## src/hw/zcps_pkg.sv

```systemverilog
/*
  Shared constants and types for the zero-crossing period sampler.
  Assumes a 40 MHz core clock and a host bus with byte addresses and 16-bit data.
*/
package zcps_pkg;

   // Core clock and time base.
   localparam int CLK_PERIOD_NS = 25;
   localparam int TB_PERIOD_NS  = 250;
   localparam int TB_DIV        = TB_PERIOD_NS / CLK_PERIOD_NS;
   localparam int DIV_W         = 4;
   localparam logic [DIV_W-1:0] TB_DIV_LAST = DIV_W'(TB_DIV - 1);

   // Counter and capture geometry.
   localparam int CNT_W       = 16;
   localparam int NUM_PERIODS = 8;
   localparam int NUM_CAPS    = NUM_PERIODS - 1;
   localparam int IDX_W       = 3;
   localparam logic [IDX_W-1:0] IDX_LAST = IDX_W'(NUM_CAPS);
   localparam logic [CNT_W-1:0] CNT_MAX  = 16'hffff;
   localparam logic [CNT_W-1:0] CNT_ZERO = 16'h0000;

   // Register map, byte addresses.
   localparam int ADDR_W = 32;
   localparam logic [ADDR_W-1:0] CTRL_ADDR     = 32'h2900_0000;
   localparam logic [ADDR_W-1:0] CAP_BASE_ADDR = 32'h2900_0002;
   localparam logic [ADDR_W-1:0] CAP_STRIDE    = 32'h0000_0002;
   localparam logic [ADDR_W-1:0] FINAL_ADDR    = 32'h2900_0010;

   // Register decode results.
   localparam logic [3:0] SEL_CTRL  = 4'h8;
   localparam logic [3:0] SEL_FINAL = 4'h9;
   localparam logic [3:0] SEL_NONE  = 4'hf;

   // Control and status fields.
   localparam int CTRL_TB_EN_BIT = 0;
   localparam int STAT_BUSY_BIT  = 0;
   localparam int STAT_OVF_BIT   = 1;
   localparam int DATA_W         = 16;

   typedef enum logic [1:0] {
      ZCPS_IDLE,
      ZCPS_ARM,
      ZCPS_MEASURE
   } zcps_state_t;

endpackage : zcps_pkg

```

## src/hw/zcps_cap_mem.sv

```systemverilog
/*
  Small capture memory holding the first seven completed period counts.
  Assumes one write port and one read port on the same clock.
*/
`timescale 1ns/1ps
module zcps_cap_mem #(
   parameter int WIDTH = 16,
   parameter int DEPTH = 7,
   parameter int AW    = 3
) (
   // Clock and reset
   input  wire logic             clk,
   input  wire logic             rst,
   // Write port
   input  wire logic             we,
   input  wire logic [AW-1:0]    waddr,
   input  wire logic [WIDTH-1:0] wdata,
   // Read port
   input  wire logic [AW-1:0]    raddr,
   output logic      [WIDTH-1:0] rdata_r
);

   logic [WIDTH-1:0] mem_r [DEPTH];

   // Cleared on reset so a read before the first sequence returns zero.
   always_ff @(posedge clk)
   begin
      if (rst)
      begin
         for (int i = 0; i < DEPTH; i++)
         begin
            mem_r[i] <= '0;
         end
      end
      else if (we && (int'(waddr) < DEPTH))
      begin
         mem_r[waddr] <= wdata;
      end
   end

   always_ff @(posedge clk)
   begin
      if (rst)
         rdata_r <= '0;
      else if (int'(raddr) < DEPTH)
         rdata_r <= mem_r[raddr];
      else
         rdata_r <= '0;
   end

endmodule : zcps_cap_mem

```

## src/hw/zcps_top.sv

```systemverilog
/*
  Zero-crossing period sampler: times eight consecutive periods of a
  conditioned square wave in 250 ns steps and offers them to a host.
  Assumes a 40 MHz core clock, a synchronous active-high reset and a host
  bus that gives single-cycle read and write strobes with a byte address.
*/
`timescale 1ns/1ps
module zcps_top (
   // Clock and reset
   input  wire logic                        core_clk,
   input  wire logic                        rst,
   // Host bus
   input  wire logic [zcps_pkg::ADDR_W-1:0] bus_addr,
   input  wire logic [zcps_pkg::DATA_W-1:0] bus_wdata,
   input  wire logic                        bus_wr,
   input  wire logic                        bus_rd,
   output logic      [zcps_pkg::DATA_W-1:0] bus_rdata,
   output logic                             bus_rvalid,
   // Pins
   input  wire logic                        zero_cross_input_pin,
   output logic                             time_base_enable_pin
);

   zcps_pkg::zcps_state_t state_r;

   logic                         sync1_r;
   logic                         sync2_r;
   logic                         sync3_r;
   logic                         agree;
   logic                         filt_r;
   logic                         filt_prev_r;
   logic                         rise;
   logic                         ctrl_wr;
   logic                         busy;
   logic                         tb_en_r;
   logic [zcps_pkg::DIV_W-1:0]   div_r;
   logic                         tick;
   logic [zcps_pkg::CNT_W-1:0]   cnt_r;
   logic [zcps_pkg::IDX_W-1:0]   idx_r;
   logic                         ovf_r;
   logic                         cap_we;
   logic [zcps_pkg::DATA_W-1:0]  status_word;
   logic [3:0]                   rd_sel;
   logic                         rd_mem_r;
   logic                         rd_p1_r;
   logic [zcps_pkg::DATA_W-1:0]  local_q_r;
   logic [zcps_pkg::DATA_W-1:0]  mem_q;
   logic [zcps_pkg::IDX_W-1:0]   mem_raddr;
   logic [zcps_pkg::DATA_W-1:0]  rdata_r;
   logic                         rvalid_r;

   // Maps a byte address to a capture index, the control word, the final
   // count or nothing.
   function automatic logic [3:0] reg_decode(input logic [zcps_pkg::ADDR_W-1:0] a);
      logic [3:0] sel;
      sel = zcps_pkg::SEL_NONE;
      if (a == zcps_pkg::CTRL_ADDR)
         sel = zcps_pkg::SEL_CTRL;
      else if (a == zcps_pkg::FINAL_ADDR)
         sel = zcps_pkg::SEL_FINAL;
      else
      begin
         for (int i = 0; i < zcps_pkg::NUM_CAPS; i++)
         begin
            if (a == zcps_pkg::CAP_BASE_ADDR
                     + zcps_pkg::ADDR_W'(i) * zcps_pkg::CAP_STRIDE)
               sel = 4'(i);
         end
      end
      return sel;
   endfunction : reg_decode

   // Input conditioning. The first stage only feeds the second, so a
   // metastable sample never reaches the agreement compare.
   always_ff @(posedge core_clk)
   begin
      if (rst)
      begin
         sync1_r <= 1'b0;
         sync2_r <= 1'b0;
         sync3_r <= 1'b0;
      end
      else
      begin
         sync1_r <= zero_cross_input_pin;
         sync2_r <= sync1_r;
         sync3_r <= sync2_r;
      end
   end

   assign agree = (sync2_r == sync3_r);

   always_ff @(posedge core_clk)
   begin
      if (rst)
         filt_r <= 1'b0;
      else if (agree)
         filt_r <= sync3_r;
   end

   always_ff @(posedge core_clk)
   begin
      if (rst)
         filt_prev_r <= 1'b0;
      else
         filt_prev_r <= filt_r;
   end

   assign rise = filt_r & ~filt_prev_r;

   // Control write: any write to the control address restarts, whatever data it carries.
   assign ctrl_wr = bus_wr && (reg_decode(bus_addr) == zcps_pkg::SEL_CTRL);
   assign busy    = (state_r != zcps_pkg::ZCPS_IDLE);

   always_ff @(posedge core_clk)
   begin
      if (rst)
         tb_en_r <= 1'b0;
      else if (ctrl_wr)
         tb_en_r <= bus_wdata[zcps_pkg::CTRL_TB_EN_BIT];
   end

   // The crystal is only powered during a sequence with bit zero set.
   assign time_base_enable_pin = tb_en_r & busy;

   // Time base: one enable pulse every 250 ns, restarted with the sequence
   // but not at each edge, so its phase against each period is free.
   always_ff @(posedge core_clk)
   begin
      if (rst || ctrl_wr || !time_base_enable_pin)
         div_r <= '0;
      else if (div_r == zcps_pkg::TB_DIV_LAST)
         div_r <= '0;
      else
         div_r <= div_r + 4'h1;
   end

   assign tick = time_base_enable_pin && (div_r == zcps_pkg::TB_DIV_LAST);

   // Sequencer.
   always_ff @(posedge core_clk)
   begin
      if (rst)
         state_r <= zcps_pkg::ZCPS_IDLE;
      else if (ctrl_wr)
         state_r <= zcps_pkg::ZCPS_ARM;
      else
      begin
         unique case (state_r)
            zcps_pkg::ZCPS_IDLE:
               state_r <= zcps_pkg::ZCPS_IDLE;
            zcps_pkg::ZCPS_ARM:
               if (rise)
                  state_r <= zcps_pkg::ZCPS_MEASURE;
            zcps_pkg::ZCPS_MEASURE:
               if (rise && idx_r == zcps_pkg::IDX_LAST)
                  state_r <= zcps_pkg::ZCPS_IDLE;
         endcase
      end
   end

   always_ff @(posedge core_clk)
   begin
      if (rst || ctrl_wr)
         idx_r <= '0;
      else if (cap_we)
         idx_r <= idx_r + 3'h1;
   end

   assign cap_we = !ctrl_wr && (state_r == zcps_pkg::ZCPS_MEASURE)
                   && rise && (idx_r != zcps_pkg::IDX_LAST);

   // Period counter. It saturates rather than wraps, so an overflowed
   // period reads as all ones and can never pass for a short period.
   always_ff @(posedge core_clk)
   begin
      if (rst || ctrl_wr)
         cnt_r <= zcps_pkg::CNT_ZERO;
      else if (state_r == zcps_pkg::ZCPS_ARM)
         cnt_r <= zcps_pkg::CNT_ZERO;
      else if (state_r == zcps_pkg::ZCPS_MEASURE)
      begin
         if (cap_we)
            cnt_r <= zcps_pkg::CNT_ZERO;
         else if (rise)
            cnt_r <= cnt_r;
         else if (tick && cnt_r != zcps_pkg::CNT_MAX)
            cnt_r <= cnt_r + 16'h0001;
      end
   end

   always_ff @(posedge core_clk)
   begin
      if (rst || ctrl_wr)
         ovf_r <= 1'b0;
      else if (state_r == zcps_pkg::ZCPS_MEASURE && tick && !rise
               && cnt_r == zcps_pkg::CNT_MAX)
         ovf_r <= 1'b1;
   end

   always_comb
   begin
      status_word = '0;
      status_word[zcps_pkg::STAT_BUSY_BIT] = busy;
      status_word[zcps_pkg::STAT_OVF_BIT]  = ovf_r;
   end

   zcps_cap_mem #(
      .WIDTH (zcps_pkg::CNT_W),
      .DEPTH (zcps_pkg::NUM_CAPS),
      .AW    (zcps_pkg::IDX_W)
   ) u_cap_mem (
      .clk     (core_clk),
      .rst     (rst),
      .we      (cap_we),
      .waddr   (idx_r),
      .wdata   (cnt_r),
      .raddr   (mem_raddr),
      .rdata_r (mem_q)
   );

   // Read path: decode and fetch in the first cycle, answer in the second.
   assign rd_sel    = reg_decode(bus_addr);
   assign mem_raddr = rd_sel[zcps_pkg::IDX_W-1:0];

   always_ff @(posedge core_clk)
   begin
      if (rst)
      begin
         rd_p1_r   <= 1'b0;
         rd_mem_r  <= 1'b0;
         local_q_r <= '0;
      end
      else
      begin
         rd_p1_r  <= bus_rd;
         rd_mem_r <= bus_rd && (rd_sel < 4'(zcps_pkg::NUM_CAPS));
         if (rd_sel == zcps_pkg::SEL_CTRL)
            local_q_r <= status_word;
         else if (rd_sel == zcps_pkg::SEL_FINAL)
            local_q_r <= cnt_r;
         else
            local_q_r <= '0;
      end
   end

   always_ff @(posedge core_clk)
   begin
      if (rst)
      begin
         rdata_r  <= '0;
         rvalid_r <= 1'b0;
      end
      else
      begin
         rvalid_r <= rd_p1_r;
         if (rd_p1_r)
            rdata_r <= rd_mem_r ? mem_q : local_q_r;
      end
   end

   assign bus_rdata  = rdata_r;
   assign bus_rvalid = rvalid_r;

   property p_start_arms;
      @(posedge core_clk) disable iff (rst)
      ctrl_wr |=> (state_r == zcps_pkg::ZCPS_ARM) && idx_r == 3'h0 && !ovf_r;
   endproperty
   a_start_arms: assert property (p_start_arms)
      else $error("control write did not restart the sequence");

   property p_hold_clear;
      @(posedge core_clk) disable iff (rst)
      (state_r == zcps_pkg::ZCPS_ARM) && !rise && !ctrl_wr |=> cnt_r == 16'h0000;
   endproperty
   a_hold_clear: assert property (p_hold_clear)
      else $error("counter moved before the first edge");

   property p_capture;
      @(posedge core_clk) disable iff (rst)
      cap_we |-> ##1 (cnt_r == 16'h0000) && (idx_r == $past(idx_r) + 3'h1);
   endproperty
   a_capture: assert property (p_capture)
      else $error("capture did not clear the counter and advance");

   property p_stop;
      @(posedge core_clk) disable iff (rst)
      (state_r == zcps_pkg::ZCPS_MEASURE) && rise && idx_r == 3'h7 && !ctrl_wr
      |=> !busy ##1 ($past(ctrl_wr) || $stable(cnt_r));
   endproperty
   a_stop: assert property (p_stop)
      else $error("counter did not stop after the eighth period");

   property p_step;
      @(posedge core_clk) disable iff (rst)
      (state_r == zcps_pkg::ZCPS_MEASURE) && tick && !rise && !ctrl_wr
      && cnt_r != 16'hffff |=> cnt_r == $past(cnt_r) + 16'h0001;
   endproperty
   a_step: assert property (p_step)
      else $error("counter did not step on the time base");

   property p_tick_rate;
      @(posedge core_clk) disable iff (rst)
      tick && !ctrl_wr |=> !tick throughout (##8 1'b1);
   endproperty
   a_tick_rate: assert property (p_tick_rate)
      else $error("time base pulse spacing wrong");

   property p_busy_bit;
      @(posedge core_clk) disable iff (rst)
      rd_sel == zcps_pkg::SEL_CTRL && bus_rd |-> ##2 bus_rvalid && bus_rdata[0] == $past(busy, 2);
   endproperty
   a_busy_bit: assert property (p_busy_bit)
      else $error("busy bit does not follow the sequencer");

   property p_ovf_set;
      @(posedge core_clk) disable iff (rst)
      (state_r == zcps_pkg::ZCPS_MEASURE) && tick && !rise && !ctrl_wr
      && cnt_r == 16'hffff |=> ovf_r && cnt_r == 16'hffff;
   endproperty
   a_ovf_set: assert property (p_ovf_set)
      else $error("overflow not flagged or counter wrapped");

   property p_ovf_sticky;
      @(posedge core_clk) disable iff (rst)
      ovf_r && !ctrl_wr |=> ovf_r;
   endproperty
   a_ovf_sticky: assert property (p_ovf_sticky)
      else $error("overflow flag cleared without a start write");

   property p_filter;
      @(posedge core_clk) disable iff (rst)
      (filt_r != $past(filt_r)) |-> $past(agree);
   endproperty
   a_filter: assert property (p_filter)
      else $error("filtered input changed without agreement");

   property p_edge;
      @(posedge core_clk) disable iff (rst)
      $rose(filt_r) |-> rise ##1 !rise;
   endproperty
   a_edge: assert property (p_edge)
      else $error("rising edge pulse missing or too long");

   property p_pin_idle;
      @(posedge core_clk) disable iff (rst)
      (state_r == zcps_pkg::ZCPS_IDLE) |-> !time_base_enable_pin;
   endproperty
   a_pin_idle: assert property (p_pin_idle)
      else $error("time base left on while idle");

endmodule : zcps_top

```

## config.mk

```make
export PLATFORM = sky130hd
export DESIGN_NAME = zcps_top
export DESIGN_NICKNAME = d
export VERILOG_FILES = /design/src/hw/zcps_pkg.sv /design/src/hw/zcps_cap_mem.sv /design/src/hw/zcps_top.sv
export SDC_FILE = /design/constraint.sdc
export NUM_CORES = 1
export LEC_CHECK = 0
export BUFFER_PORTS_ARGS = -buffer_cell sky130_fd_sc_hd__buf_2
export CAP_MARGIN = 20
export CORE_MARGIN = 2
export CORE_UTILIZATION = 45
export CTS_CLUSTER_DIAMETER = 30
export DETAILED_ROUTE_END_ITERATION = 10
export GPL_TIMING_DRIVEN = 0
export HOLD_SLACK_MARGIN = 0.05
export MAX_ROUTING_LAYER = met4
export PLACE_DENSITY = 0.67
export SYNTH_ARGS = -nofsm -noshare
export SYNTH_HDL_FRONTEND = slang
export SYNTH_SLANG_ARGS = --single-unit
```

## constraint.sdc

```tcl
create_clock -name core_clk -period 3.42 [get_ports core_clk]
set_input_delay 0.171 -clock core_clk [delete_from_list [all_inputs] [get_ports core_clk]]
set_output_delay 0.171 -clock core_clk [all_outputs]
set_load 0.02 [all_outputs]
```

==> metrics <==
outcome complete, no violations; Final Power 0.00472 W; worst-margin pin slew 930 ps; drt drc 0; busiest grt layer met2; startpoint types flip-flop; Die Span Y 141 microns; crit path cell chain ha_1 > ha_1 > nor3_1 > and2_1 > nand2_1 > nor3_1 > clkbuf_1 > and2_1; CTS Sinks 195; routed via count 6021; met3 Use GR 4.45%; Die ar. 0.0199 sq mm; Setup Skew 10.0 ps; Slew HR 37.5%; Starting Density 45.6%; Mapped Avg Cell Area 10.2 sq um; total global-route track usage 21.2%; top post-synthesis cells by count nor2_1, nand2_1, dfxtp_1; layout cells sized above 1 13.3%; top cell type's share of synthesized area 34.0%; I/O pin count 71; EDFF count, synth 96; Site Rows 50; Buf+Inv Stages, Crit Path 1; htree depth 4; area leader, netlist edfxtp_1; Worst Setup SP idx_r[1]; Arr. time, crit path 3390 ps; Top FF cell, synth dfxtp_1; Root Buffer clkbuf_16; fmax 0.325 GHz; DR WL/cell 17.1 microns; Routed Antenna Nets 0; total power per unit cell area 488 mW/mm^2; core area 0.0186 sq mm; Max clock buf depth 2; CTS tree yes; Worst Hold Class in2reg; met1 Track Usage GR 27.0%; Critical Path Fanout Max 10; I/O Buffers 52; DP Area 0.00903 sq mm; pre-CTS WS 407 ps; slowest cell on the critical path nor3_1; Post-CTS Resized 0; fill count 1638; Hold Slack 169 ps; Gate Count Post-Synth 827; TritonRoute pass-1 iters 6; drt total wl 19600 microns; Area Growth Syn to Fin 14.1%; WS Path Type reg2reg; initial antenna violation count 0; count leader, synth nor2_1; synth top area cells edfxtp_1, dfxtp_1, nor2_1, nand2_1, and2_1; WP data required 3730 ps; Yosys warnings 0; final setup fails 0; Layout Nets 959; cell area after layout 0.00967 sq mm; FF-to-FF setup slack 340 ps; CP delay by family, top simple AND/OR/NAND/NOR gates; ANT cells 0; Tcrit/Tclk final 90.1%; TritonCTS Buffers 17; vias in the first global route 5760; endpoints failing hold 0; final critical-path required period 3080 ps; post-synthesis sequential element count 195; CP Capture Type flip-flop; Die W 141 microns; Seq/Total Area, Yosys 57.4%; start point of the worst hold path bus_addr[4]; max incr delay on CP 760 ps; DRT iter0 DRCs 435; distinct cell type count after synthesis 46; setup repair after global routing missed its margin false; LEAKAGE 3.44 nW; GRT overflow 0; fin. max-slew vios 0; vias per inst 5.24; syn_nets 885; first-pass GRT wire length 31100 microns; Synth Cell Area 0.00847 sq mm; start of the worst register-to-register path idx_r[1]; setup ws final 339 ps; clock latency on the worst-skew pair 440 ps; final RePlAce weighted congestion 0.819; dpl hpwl 14500 microns; met2 GRT Util 33.7%; asr flop ratio synth 0%; clk slew on worst S/H paths 80 ps; largest net degree at the start of global routing 20; VDD IR max 0.000328 V; Max Cap Viol 0
[flip-flops by register name, indices dropped and copies added, names as in the netlist, 2 cells and up]
register           cells
u_cap_mem.mem_r      112
bus_rdata             16
cnt_r                 16
local_q_r             16
u_cap_mem.rdata_r     16
div_r                  4
idx_r                  3
state_r                2
[worst reg2reg max path, stage by stage, from the launching register on]
cell      delay, ps
dfxtp_1         400
ha_1            220
ha_1            210
nor3_1          410
and2_1          220
nand2_1          90
nor3_1          760
clkbuf_1        440
and2_1          200
[path summary, 6_finish.rpt]
check / to / depth (start not counted)
max: u_cap_mem.mem_r[3][8] / 8
min reg2reg: sync2_r / 1
max reg2reg: u_cap_mem.mem_r[3][8] / 8
min: local_q_r[0] / 3
[cell families after synthesis]
group           after synthesis  share of synthesized area [%]
fa+ha+maj                     5                          0.738
simple gates                416                           24.3
xor+xnor                     10                           1.03
compound gates              106                           8.86
flops                       195                           57.4
buf+inv                      59                           3.37
mux                          36                           4.25
[per-stage QoR]
step                instances  setup TNS [ps]  util [%]
global route             1148               0      52.0
floorplan                 827               0         -
detailed placement       1113               0      48.6
global placement         1113           -5480      48.6
finish                   1148               0      52.0
CTS                      1148               0      52.0
[timing repair]
| item | in CTS | in global routing |
|---|---|---|
| hold buffers | 3 | 0 |
| hold endpoints to repair | 3 | 0 |
| setup buffers | 0 | 0 |
[where the power goes]
group          switching (W)  total (W)  internal, W
Combinational       0.000123   0.000190    0.0000665
Clock               0.000956    0.00201      0.00106
Sequential         0.0000174    0.00251      0.00250
[final cells by class]
class	instances	area (sq um)	area share (%)
buffer	55	270	2.80
clock buffer	20	478	4.94
clock inverter	12	129	1.33
inverter	4	15.0	0.155
multi-input combinational	573	3330	34.4
sequential	195	4860	50.3
tap	234	293	3.03
timing repair buffer	55	290	3.00
[metal layers]
| layer | wire (microns) | part of all wire, % |
|---|---|---|
| met1 | 8870 | 45 |
| met4 | 565 | 2.9 |
| met3 | 935 | 4.8 |
| met5 | 0 | 0 |
| met2 | 9210 | 47 |
[cell usage in the layout, fill, tap and decap left out, types with 12 or more instances in the layout]
cell type / Yosys / final
and3_1: 23 / 23
o41ai_1: 16 / 16
clkbuf_16: 0 / 18
nor2b_1: 12 / 12
buf_2: 15 / 67
dfxtp_1: 99 / 99
nor2_1: 122 / 122
nand2_1: 112 / 112
o2bb2ai_1: 16 / 16
nand2b_1: 20 / 20
a21oi_1: 33 / 33
and2_1: 64 / 64
clkbuf_1: 31 / 31
a211oi_1: 18 / 18
mux2i_1: 36 / 36
nand3_1: 15 / 15
edfxtp_1: 96 / 96
(Power assumes the default switching activity.)
